===== src/fwc_pkg.sv =====
// package for the flash write command control block
// assumes a 16-bit register view placed in the low half of 32-bit wishbone words
package fwc_pkg;
    localparam int ADR_W = 8;
    localparam logic [7:0] OFF_CTL_LO = 8'h00;
    localparam logic [7:0] OFF_CTL_HI = 8'h04;
    localparam logic [7:0] OFF_D0_LO = 8'h08;
    localparam logic [7:0] OFF_D0_HI = 8'h0c;
    localparam logic [7:0] OFF_D1_LO = 8'h10;
    localparam logic [7:0] OFF_D1_HI = 8'h14;
    localparam logic [7:0] OFF_ADR_LO = 8'h18;
    localparam logic [7:0] OFF_ADR_HI = 8'h1c;
    localparam logic [7:0] OFF_ERR = 8'h20;
    localparam logic [7:0] OFF_SECT = 8'h24;
    // control low fields
    localparam int CL_BUSY = 3;
    localparam int CL_LOCK = 4;
    // control high fields
    localparam int CH_SPR = 8;
    localparam int CH_SER = 11;
    localparam int CH_DOUBLE_WORD_PROG_SELECT = 12;
    localparam int CH_WPG = 13;
    localparam int CH_PAUSE = 14;
    localparam int CH_START = 15;
    // error register fields
    localparam int ER_ERR = 0;
    localparam int ER_SEQ = 1;
    localparam logic [15:0] DATA_RST = 16'hffff;
    localparam logic [15:0] INVALID_DAT = 16'hffff;
    // protection register window, ends kept as printed
    localparam logic [23:0] PROT_END_A = 24'h0e8fb0;
    localparam logic [23:0] PROT_END_B = 24'h08dfbf;
    // test sector in the write map
    localparam logic [23:0] TEST_HI = 24'h001fff;
    typedef enum logic [2:0] {
        OP_NONE = 3'h0,
        OP_WORD = 3'h1,
        OP_DWORD = 3'h2,
        OP_PREP = 3'h3,
        OP_ERASE = 3'h4,
        OP_PROT = 3'h5
    } fwc_op_e;
    typedef enum logic [2:0] {
        ST_IDLE = 3'h0,
        ST_PROG = 3'h1,
        ST_PREP = 3'h3,
        ST_ERASE = 3'h2,
        ST_PAUSE_REQUEST_E = 3'h6,
        ST_EPROG = 3'h7,
        ST_PAUSE_REQUEST_P = 3'h5
    } fwc_st_e;
endpackage


===== src/fwc_wb_port.sv =====
// classic wishbone slave handshake for the flash command registers
// assumes a single-cycle master that holds the request until ack
`timescale 1ns/1ps
`default_nettype none
module fwc_wb_port (
    input wire logic clk_i,
    input wire logic rst_i,
    input wire logic cyc_i,
    input wire logic stb_i,
    input wire logic we_i,
    input wire logic [31:0] rdata_i,
    output logic ack_o,
    output logic [31:0] dat_o,
    output logic rd_o,
    output logic wr_o
);
    logic req;

    // one access per request; ack drops the cycle after it is given
    assign req = cyc_i && stb_i && !ack_o;
    assign rd_o = req && !we_i;
    assign wr_o = req && we_i;

    always_ff @(posedge clk_i) begin
        if (rst_i) begin
            ack_o <= 1'b0;
        end else begin
            ack_o <= req;
        end
    end

    always_ff @(posedge clk_i) begin
        if (rst_i) begin
            dat_o <= 32'h0;
        end else if (rd_o) begin
            dat_o <= rdata_i;
        end
    end
endmodule
`default_nettype wire


===== src/fwc_tgt_chk.sv =====
// target check for a requested flash write operation
// assumes operation, address and sector selection are stable registers
`timescale 1ns/1ps
`default_nettype none
module fwc_tgt_chk
    import fwc_pkg::*;
#(
    parameter int SECT_N = 8
) (
    input wire fwc_pkg::fwc_op_e op_i,
    input wire logic [23:0] addr_i,
    input wire logic [SECT_N-1:0] sect_i,
    output logic bad_o
);
    logic [23:0] lo;
    logic [23:0] hi;
    logic in_prot;
    logic in_test;

    // ends may be given in either order
    assign lo = (PROT_END_A < PROT_END_B) ? PROT_END_A : PROT_END_B;
    assign hi = (PROT_END_A < PROT_END_B) ? PROT_END_B : PROT_END_A;
    assign in_prot = (addr_i >= lo) && (addr_i <= hi);
    assign in_test = addr_i <= TEST_HI;

    always_comb begin
        case (op_i)
            OP_PROT: bad_o = !in_prot;
            OP_WORD: bad_o = in_test;
            OP_DWORD: bad_o = in_test || (addr_i[2:0] != 3'h0);
            OP_PREP: bad_o = (sect_i == '0);
            default: bad_o = 1'b0;
        endcase
    end
endmodule
`default_nettype wire


===== src/fwc_ctrl.sv =====
// flash write command control: control register zero, busy and lock flags
// assumes a program/erase engine on the same clock that pulses done at the end
`timescale 1ns/1ps
`default_nettype none
module fwc_ctrl #(
    parameter int SECT_N = 8
) (
    input wire logic clk_i,
    input wire logic rst_i,
    input wire logic wb_cyc_i,
    input wire logic wb_stb_i,
    input wire logic wb_we_i,
    input wire logic [fwc_pkg::ADR_W-1:0] wb_adr_i,
    input wire logic [3:0] wb_sel_i,
    input wire logic [31:0] wb_dat_i,
    output logic [31:0] wb_dat_o,
    output logic wb_ack_o,
    input wire logic bank_rd_i,
    input wire logic bank_wr_i,
    output logic bank_wr_ok_o,
    output logic trap_o,
    output logic eng_go_o,
    output fwc_pkg::fwc_op_e eng_op_o,
    output logic eng_hold_o,
    output logic [23:0] eng_addr_o,
    output logic [63:0] eng_data_o,
    output logic [SECT_N-1:0] eng_sect_o,
    input wire logic eng_done_i,
    input wire logic eng_fail_i
);
    import fwc_pkg::*;

    if (SECT_N < 1 || SECT_N > 16) begin : g_chk
        $error("SECT_N must lie in 1..16");
    end

    logic rd;
    logic wr;
    logic [31:0] rdata;
    logic [15:0] wd;
    logic [31:0] d0_r;
    logic [31:0] d1_r;
    logic [23:0] a_r;
    logic [1:0] err_r;
    logic [1:0] pend_r;
    logic [SECT_N-1:0] sect_r;
    logic spr_r;
    logic ser_r;
    logic double_word_prog_select_r;
    logic wpg_r;
    logic pause_r;
    logic start_r;
    logic busy_r;
    logic lock_r;
    logic bad_r;
    logic go_r;
    logic trap_r;
    logic wr_ok_r;
    fwc_op_e op_r;
    fwc_st_e st_r;
    fwc_st_e st_nxt;
    logic hold_r;
    fwc_op_e req_op;
    logic req_bad;
    logic ch_wr;
    logic [15:0] ch_new;
    logic go_req;
    logic accept;
    logic finish;
    logic suspend;
    logic n_spr;
    logic n_ser;
    logic n_double_word_prog_select;
    logic n_wpg;

    assign wd = wb_dat_i[15:0];

    // registers sitting behind the lock
    function automatic logic locked_reg(input logic [ADR_W-1:0] adr);
        locked_reg = (adr == OFF_CTL_HI) || (adr == OFF_D0_LO) || (adr == OFF_D0_HI)
            || (adr == OFF_D1_LO) || (adr == OFF_D1_HI) || (adr == OFF_ADR_LO)
            || (adr == OFF_ADR_HI) || (adr == OFF_ERR) || (adr == OFF_SECT);
    endfunction

    // byte-lane merge of a 16-bit register
    function automatic logic [15:0] merge(input logic [15:0] old, input logic [15:0] nw,
                                          input logic [3:0] sel);
        merge = {sel[1] ? nw[15:8] : old[15:8], sel[0] ? nw[7:0] : old[7:0]};
    endfunction

    fwc_wb_port fwc_wb_port_inst (
        .clk_i(clk_i),
        .rst_i(rst_i),
        .cyc_i(wb_cyc_i),
        .stb_i(wb_stb_i),
        .we_i(wb_we_i),
        .rdata_i(rdata),
        .ack_o(wb_ack_o),
        .dat_o(wb_dat_o),
        .rd_o(rd),
        .wr_o(wr)
    );

    // register write gated by the lock
    function automatic logic reg_wr(input logic w, input logic lk, input logic [ADR_W-1:0] a,
                                    input logic [ADR_W-1:0] off);
        reg_wr = w && !lk && (a == off);
    endfunction

    assign ch_wr = reg_wr(wr, lock_r, wb_adr_i, OFF_CTL_HI);
    assign ch_new = merge({start_r, pause_r, wpg_r, double_word_prog_select_r, ser_r, 2'b00, spr_r, 8'h00},
                          wd, wb_sel_i);
    assign go_req = ch_wr && ch_new[CH_START];
    assign n_spr = ch_new[CH_SPR];
    assign n_ser = ch_new[CH_SER];
    assign n_double_word_prog_select = ch_new[CH_DOUBLE_WORD_PROG_SELECT];
    assign n_wpg = ch_new[CH_WPG];

    // decide what a start request means in the present state
    always_comb begin
        req_op = OP_NONE;
        case (st_r)
            ST_IDLE: begin
                if (!n_spr && !n_ser && !n_double_word_prog_select && n_wpg) begin
                    req_op = OP_WORD;
                end else if (!n_spr && !n_ser && n_double_word_prog_select && !n_wpg) begin
                    req_op = OP_DWORD;
                end else if (!n_spr && n_ser && !n_double_word_prog_select && !n_wpg) begin
                    req_op = OP_PREP;
                end else if (n_spr && !n_ser && !n_double_word_prog_select && !n_wpg) begin
                    req_op = OP_PROT;
                end
            end
            ST_PAUSE_REQUEST_P: begin
                if (wpg_r && n_wpg && !n_double_word_prog_select && !n_ser && !n_spr) begin
                    req_op = OP_WORD;
                end else if (double_word_prog_select_r && n_double_word_prog_select && !n_wpg && !n_ser && !n_spr) begin
                    req_op = OP_DWORD;
                end
            end
            ST_PAUSE_REQUEST_E: begin
                if (n_wpg && !n_double_word_prog_select && !n_spr) begin
                    req_op = OP_WORD;
                end else if (n_double_word_prog_select && !n_wpg && !n_spr) begin
                    req_op = OP_DWORD;
                end else if (n_ser && !n_spr) begin
                    req_op = OP_ERASE;
                end
            end
            default: req_op = OP_NONE;
        endcase
    end

    // a pending pause blocks fresh starts but not resumes
    assign accept = go_req && !err_r[ER_ERR] && (req_op != OP_NONE)
        && !(st_r == ST_IDLE && (pause_r || ch_new[CH_PAUSE]));

    fwc_tgt_chk #(
        .SECT_N(SECT_N)
    ) fwc_tgt_chk_inst (
        .op_i(req_op),
        .addr_i(a_r),
        .sect_i(sect_r),
        .bad_o(req_bad)
    );

    // program inside erase suspend cannot be paused
    assign suspend = pause_r && !bad_r && ((st_r == ST_PROG && op_r != OP_PROT)
        || st_r == ST_PREP || st_r == ST_ERASE);
    assign finish = (st_r == ST_PROG || st_r == ST_ERASE || st_r == ST_EPROG
        || st_r == ST_PREP) && (eng_done_i || bad_r) && !go_r
        && !(st_r == ST_PREP && !eng_fail_i && !bad_r);

    always_comb begin
        st_nxt = st_r;
        case (st_r)
            ST_IDLE: begin
                if (accept) begin
                    st_nxt = (req_op == OP_PREP) ? ST_PREP : ST_PROG;
                end
            end
            ST_PROG: begin
                if (suspend) begin
                    st_nxt = ST_PAUSE_REQUEST_P;
                end else if (finish) begin
                    st_nxt = ST_IDLE;
                end
            end
            ST_PREP: begin
                if (suspend) begin
                    st_nxt = ST_PAUSE_REQUEST_E;
                end else if (finish) begin
                    st_nxt = ST_IDLE;
                end else if (eng_done_i && !go_r) begin
                    st_nxt = ST_ERASE;
                end
            end
            ST_ERASE: begin
                if (suspend) begin
                    st_nxt = ST_PAUSE_REQUEST_E;
                end else if (finish) begin
                    st_nxt = ST_IDLE;
                end
            end
            ST_PAUSE_REQUEST_P: begin
                if (accept) begin
                    st_nxt = ST_PROG;
                end
            end
            ST_PAUSE_REQUEST_E: begin
                if (accept) begin
                    st_nxt = (req_op == OP_ERASE) ? ST_ERASE : ST_EPROG;
                end
            end
            ST_EPROG: begin
                if (finish) begin
                    st_nxt = ST_PAUSE_REQUEST_E;
                end
            end
            default: st_nxt = ST_IDLE;
        endcase
    end

    always_ff @(posedge clk_i) begin
        if (rst_i) begin
            st_r <= ST_IDLE;
            hold_r <= 1'b0;
        end else begin
            st_r <= st_nxt;
            // registered from the next state so hold tracks the state flop exactly
            hold_r <= (st_nxt == ST_PAUSE_REQUEST_P) || (st_nxt == ST_PAUSE_REQUEST_E);
        end
    end

    // engine command
    always_ff @(posedge clk_i) begin
        if (rst_i) begin
            go_r <= 1'b0;
            op_r <= OP_NONE;
            bad_r <= 1'b0;
        end else if (accept) begin
            go_r <= !req_bad;
            op_r <= req_op;
            bad_r <= req_bad;
        end else if (st_r == ST_PREP && st_nxt == ST_ERASE) begin
            go_r <= 1'b1;
            op_r <= OP_ERASE;
        end else begin
            go_r <= 1'b0;
            if (finish || suspend) begin
                bad_r <= 1'b0;
            end
        end
    end

    // start, busy and lock
    always_ff @(posedge clk_i) begin
        if (rst_i) begin
            start_r <= 1'b0;
            busy_r <= 1'b0;
            lock_r <= 1'b0;
        end else if (accept) begin
            start_r <= 1'b1;
            busy_r <= 1'b1;
            lock_r <= 1'b1;
        end else begin
            if (finish || suspend) begin
                start_r <= 1'b0;
                busy_r <= 1'b0;
            end
            if (!busy_r) begin
                lock_r <= 1'b0;
            end
        end
    end

    // select bits and pause
    always_ff @(posedge clk_i) begin
        if (rst_i) begin
            spr_r <= 1'b0;
            ser_r <= 1'b0;
            double_word_prog_select_r <= 1'b0;
            wpg_r <= 1'b0;
            pause_r <= 1'b0;
        end else begin
            if (ch_wr && st_r == ST_IDLE) begin
                spr_r <= n_spr;
                ser_r <= n_ser;
                double_word_prog_select_r <= n_double_word_prog_select;
                wpg_r <= n_wpg;
            end else if (ch_wr && st_r == ST_PAUSE_REQUEST_E) begin
                double_word_prog_select_r <= n_double_word_prog_select;
                wpg_r <= n_wpg;
            end else if (finish) begin
                spr_r <= 1'b0;
                double_word_prog_select_r <= 1'b0;
                wpg_r <= 1'b0;
                if (st_r != ST_EPROG) begin
                    ser_r <= 1'b0;
                end
            end
            // pause stays writable under the lock so a running job can be halted
            if (accept) begin
                pause_r <= 1'b0;
            end else if (wr && wb_adr_i == OFF_CTL_HI && wb_sel_i[1]) begin
                pause_r <= wd[CH_PAUSE];
            end
        end
    end

    // error register: outcome parked until busy is low; set wins over clear
    always_ff @(posedge clk_i) begin
        if (rst_i) begin
            err_r <= 2'b00;
            pend_r <= 2'b00;
        end else begin
            if (finish) begin
                pend_r <= pend_r | {bad_r, eng_fail_i || bad_r};
            end else if (!busy_r) begin
                pend_r <= 2'b00;
            end
            if (!busy_r) begin
                if (reg_wr(wr, lock_r, wb_adr_i, OFF_ERR) && wb_sel_i[0]) begin
                    err_r <= (err_r & wd[1:0]) | pend_r;
                end else begin
                    err_r <= err_r | pend_r;
                end
            end
        end
    end

    // data, address and sector select registers
    always_ff @(posedge clk_i) begin
        if (rst_i) begin
            d0_r <= {DATA_RST, DATA_RST};
            d1_r <= {DATA_RST, DATA_RST};
            a_r <= 24'h0;
            sect_r <= '0;
        end else begin
            if (reg_wr(wr, lock_r, wb_adr_i, OFF_D0_LO)) begin
                d0_r[15:0] <= merge(d0_r[15:0], wd, wb_sel_i);
            end
            if (reg_wr(wr, lock_r, wb_adr_i, OFF_D0_HI)) begin
                d0_r[31:16] <= merge(d0_r[31:16], wd, wb_sel_i);
            end
            if (reg_wr(wr, lock_r, wb_adr_i, OFF_D1_LO)) begin
                d1_r[15:0] <= merge(d1_r[15:0], wd, wb_sel_i);
            end
            if (reg_wr(wr, lock_r, wb_adr_i, OFF_D1_HI)) begin
                d1_r[31:16] <= merge(d1_r[31:16], wd, wb_sel_i);
            end
            if (reg_wr(wr, lock_r, wb_adr_i, OFF_ADR_LO)) begin
                a_r[15:0] <= merge(a_r[15:0], wd, wb_sel_i);
            end
            if (reg_wr(wr, lock_r, wb_adr_i, OFF_ADR_HI) && wb_sel_i[0]) begin
                a_r[23:16] <= wd[7:0];
            end
            if (reg_wr(wr, lock_r, wb_adr_i, OFF_SECT)) begin
                sect_r <= SECT_N'(merge(16'(sect_r), wd, wb_sel_i));
            end
        end
    end

    // read mux
    always_comb begin
        rdata = 32'h0;
        if (lock_r && locked_reg(wb_adr_i)) begin
            rdata[15:0] = INVALID_DAT;
        end else begin
            case (wb_adr_i)
                OFF_CTL_LO: begin
                    rdata[CL_LOCK] = lock_r;
                    rdata[CL_BUSY] = busy_r && !lock_r;
                end
                OFF_CTL_HI: rdata[15:0] = {start_r, pause_r, wpg_r, double_word_prog_select_r, ser_r, 2'b00,
                                           spr_r, 8'h00};
                OFF_D0_LO: rdata[15:0] = d0_r[15:0];
                OFF_D0_HI: rdata[15:0] = d0_r[31:16];
                OFF_D1_LO: rdata[15:0] = d1_r[15:0];
                OFF_D1_HI: rdata[15:0] = d1_r[31:16];
                OFF_ADR_LO: rdata[15:0] = a_r[15:0];
                OFF_ADR_HI: rdata[7:0] = a_r[23:16];
                OFF_ERR: rdata[1:0] = err_r;
                OFF_SECT: rdata[SECT_N-1:0] = sect_r;
                default: rdata = 32'h0;
            endcase
        end
    end

    // bank access guard and trap
    always_ff @(posedge clk_i) begin
        if (rst_i) begin
            trap_r <= 1'b0;
            wr_ok_r <= 1'b0;
        end else begin
            trap_r <= (bank_rd_i && busy_r) || (rd && lock_r && locked_reg(wb_adr_i));
            wr_ok_r <= bank_wr_i && !busy_r;
        end
    end

    assign trap_o = trap_r;
    assign bank_wr_ok_o = wr_ok_r;
    assign eng_go_o = go_r;
    assign eng_op_o = op_r;
    assign eng_hold_o = hold_r;
    assign eng_addr_o = a_r;
    assign eng_data_o = {d1_r, d0_r};
    assign eng_sect_o = sect_r;
endmodule
`default_nettype wire


===== config.mk =====
export PLATFORM = sky130hd
export DESIGN_NAME = fwc_ctrl
export DESIGN_NICKNAME = d
export VERILOG_FILES = /design/src/fwc_pkg.sv /design/src/fwc_wb_port.sv /design/src/fwc_tgt_chk.sv /design/src/fwc_ctrl.sv
export SDC_FILE = /design/constraint.sdc
export NUM_CORES = 1
export LEC_CHECK = 0
export ABC_AREA = 1
export BUFFER_PORTS_ARGS = -buffer_cell sky130_fd_sc_hd__clkbuf_2
export CAP_MARGIN = 20
export CORE_ASPECT_RATIO = 1.1
export CORE_MARGIN = 8
export CORE_UTILIZATION = 30
export DETAILED_ROUTE_END_ITERATION = 6
export GPL_TIMING_DRIVEN = 0
export PLACE_DENSITY = 0.52
export SLEW_MARGIN = 10
export SYNTH_ARGS = -nofsm -noshare
export SYNTH_HDL_FRONTEND = slang
export SYNTH_SLANG_ARGS = --single-unit

===== constraint.sdc =====
create_clock -name clk_i -period 3 [get_ports clk_i]
set_clock_uncertainty 0.05 [all_clocks]
set_input_delay 0 -clock clk_i [delete_from_list [all_inputs] [get_ports clk_i]]
set_output_delay 0 -clock clk_i [all_outputs]
set_load 0.05 [all_outputs]

==> flow_metrics.tcl <==
set metrics [dict create \
    status "finished, final reports clean" \
    worst_slew_pin_slew_ps 849 \
    yosysMostFrequentCell "nand2_1" \
    routabilityCongestion 0.874 \
    grt_util_all_layers_pct 19.8 \
    antenna_found_initial 3 \
    root_buffer "clkbuf_16" \
    fin_crit_sh_pct 82.2 \
    synth_top_flop_cell "dfxtp_1" \
    async_flop_share_pct 0 \
    synth_commonest_cells "nand2_1, dfxtp_1, inv_1" \
    drt-total-wl_um 26100 \
    die_w_um 156 \
    path_buf_inv 2 \
    start_kind "flop" \
    post-cts-setup-buffers 0 \
    synthTopCellsByArea "dfxtp_1, nand2_1, o211ai_1" \
    path_clk_slew_ps 60 \
    fin_nets 1097 \
    cts_resized 0 \
    first_pass_iters 5 \
    critical_path_class "reg2reg" \
    cts_inserted_buffers 17 \
    crit_arrival_ps 2790 \
    htree_levels 4 \
    synth-seq-cells 135 \
    grt_pass1_wl_um 39700 \
    drcViolationCount 0 \
    n_antenna_cell 0 \
    finalSetupViolCount 0 \
    tns_ps 0 \
    num_rows 56 \
    report.final.slew_viol_count 0 \
    finalPower_uw 4530 \
    cts_num_sinks 135 \
    maxCapViolations 0 \
    routed-via-count 6861 \
    slew_headroom_pct 43.2 \
    grt_pass1_vias 6708 \
    cts.path.max_buffers 2 \
    crit_family "simple AND/OR/NAND/NOR gates" \
    ir_drop_mv 0.399 \
    dpl.hpwl_um 20200 \
    ys_warn_count 0 \
    drtIter0Drc 518 \
    overflow 0 \
    grt_max_degree 17 \
    crit_required_ps 3320 \
    ant_nets 0 \
    p_per_area_nw_per_um2 533 \
    fmax_mhz 406 \
    die-area_um2 26400 \
    clk_latency_ps 430 \
    min_path_type "in2reg" \
    dp.cells 1292 \
    port_buffers 153 \
    drive_gt1_share_pct 25.7 \
    synth.distinct_cells 50 \
    path_max_fanout 7 \
    core_um2 21200 \
    design.portCount 189 \
    rsz0062_at_grt "false" \
    final_core_util_pct 40.0 \
    synth_edf_count 0 \
    synth_top_area_share_pct 42.0 \
    leakage_uw 0.00390 \
    start_util_pct 30.3 \
    synth.avg_cell_area_um2 7.72 \
    synth.cell_area_um2 6440 \
    cts_tree "yes" \
    max_stage_delay_ps 590 \
    cp_cell_sequence "nand2_8 > nand2_8 > nor2_1 > nand4_1 > nand2_1 > nor2_4 > nand3_2 > nand2_2 > inv_1 > a2111oi_0 > dlygate4sd3_1" \
    synth_cells 834 \
    wire_per_inst_um 19.4 \
    fin_cells 1347 \
    ys_seq_area_share_pct 42.0 \
    crit_path_top_delay_cell "dlygate4sd3_1" \
    crit_top_cell "nand2_8" \
    avgViaCountPerCell 5.09 \
    hold_viol 0 \
    area_growth_pct 32.0 \
    min_period_ps 2470 \
    die_y_um 170 \
    synth_area_leader_cell "dfxtp_1" \
    holdBufCountCts 23 \
    fillers 2260 \
    crit_path_end_kind "flop" \
]
-- cell usage in the layout, fill, tap and decap left out, types with 23 or more instances in the layout --
master	n
dfxtp_1	135
o211ai_1	66
nor2_1	30
inv_1	82
a21oi_1	55
nand2_1	167
clkbuf_1	27
dlygate4sd3_1	23
o21ai_0	67
clkbuf_2	153
-- final cells by class --
cell class | count | area, µm² | area share [%]
multi-input combinational | 563 | 3130 | 36.9
sequential | 135 | 2700 | 31.8
timing repair buffer | 176 | 996 | 11.7
clock buffer | 20 | 447 | 5.26
inverter | 97 | 367 | 4.31
tap | 290 | 363 | 4.27
buffer | 54 | 290 | 3.42
clock inverter | 12 | 199 | 2.34
-- final timing paths --
| check | cells past startpoint | slack [ps] | endpoint | startpoint |
|---|---|---|---|---|
| max | 11 | 530 | pause_r | double_word_prog_select_r |
| max reg2reg | 11 | 530 | pause_r | double_word_prog_select_r |
| min | 6 | 40 | wpg_r | wb_sel_i[1] |
| min reg2reg | 2 | 440 | pend_r[1] | pend_r[1] |
-- where the power goes --
group | total (µW) | internal (µW) | switching, µW | leakage [µW]
Clock | 2340 | 1500 | 842 | 0.000314
Combinational | 374 | 108 | 267 | 0.00250
Sequential | 1810 | 1800 | 9.85 | 0.00109
-- worst reg2reg max path, cell delays in order, from the launching register on --
cell and delay [ps]:
dfxtp_1 520, nand2_8 90, nand2_8 100, nor2_1 60, nand4_1 80, nand2_1 90
nor2_4 190, nand3_2 90, nand2_2 150, inv_1 120, a2111oi_0 280, dlygate4sd3_1 590
-- routing by layer --
metal | wire length, µm | track usage, %
met1 | 11300 | 24.6
met2 | 12100 | 32.0
met3 | 2210 | 5.71
met4 | 555 | 6.80
met5 | 35 | 0
-- flip-flops by register name, indices dropped and copies added, names as in the netlist, 2 cells and up --
name                    cells
fwc_wb_port_inst.dat_o     16
d1_r                       32
st_r                        3
eng_addr_o                 24
err_r                       2
eng_sect_o                  8
eng_op_o                    3
d0_r                       32
pend_r                      2
-- metrics by stage --
step	cell area, µm²	hold WS (ps)	setup slack (ps)
6_report	8500	37.7	535
4_1_cts	8500	37.4	578
3_3_place_gp	7620	164	624
3_5_place_dp	7620	167	598
2_1_floorplan	6490	72.0	940
5_1_grt	8500	73.2	345
-- cells by family after synthesis --
kind of cell / after synthesis / share of synthesized area [%]
AO/OA/AOI/OAI: 254 / 25.6
buffers and inverters: 151 / 10.2
flip-flops: 135 / 42.0
other: 1 / 0.0583
AND/OR/NAND/NOR: 293 / 22.2
Power figures use the tool's default switching activity.
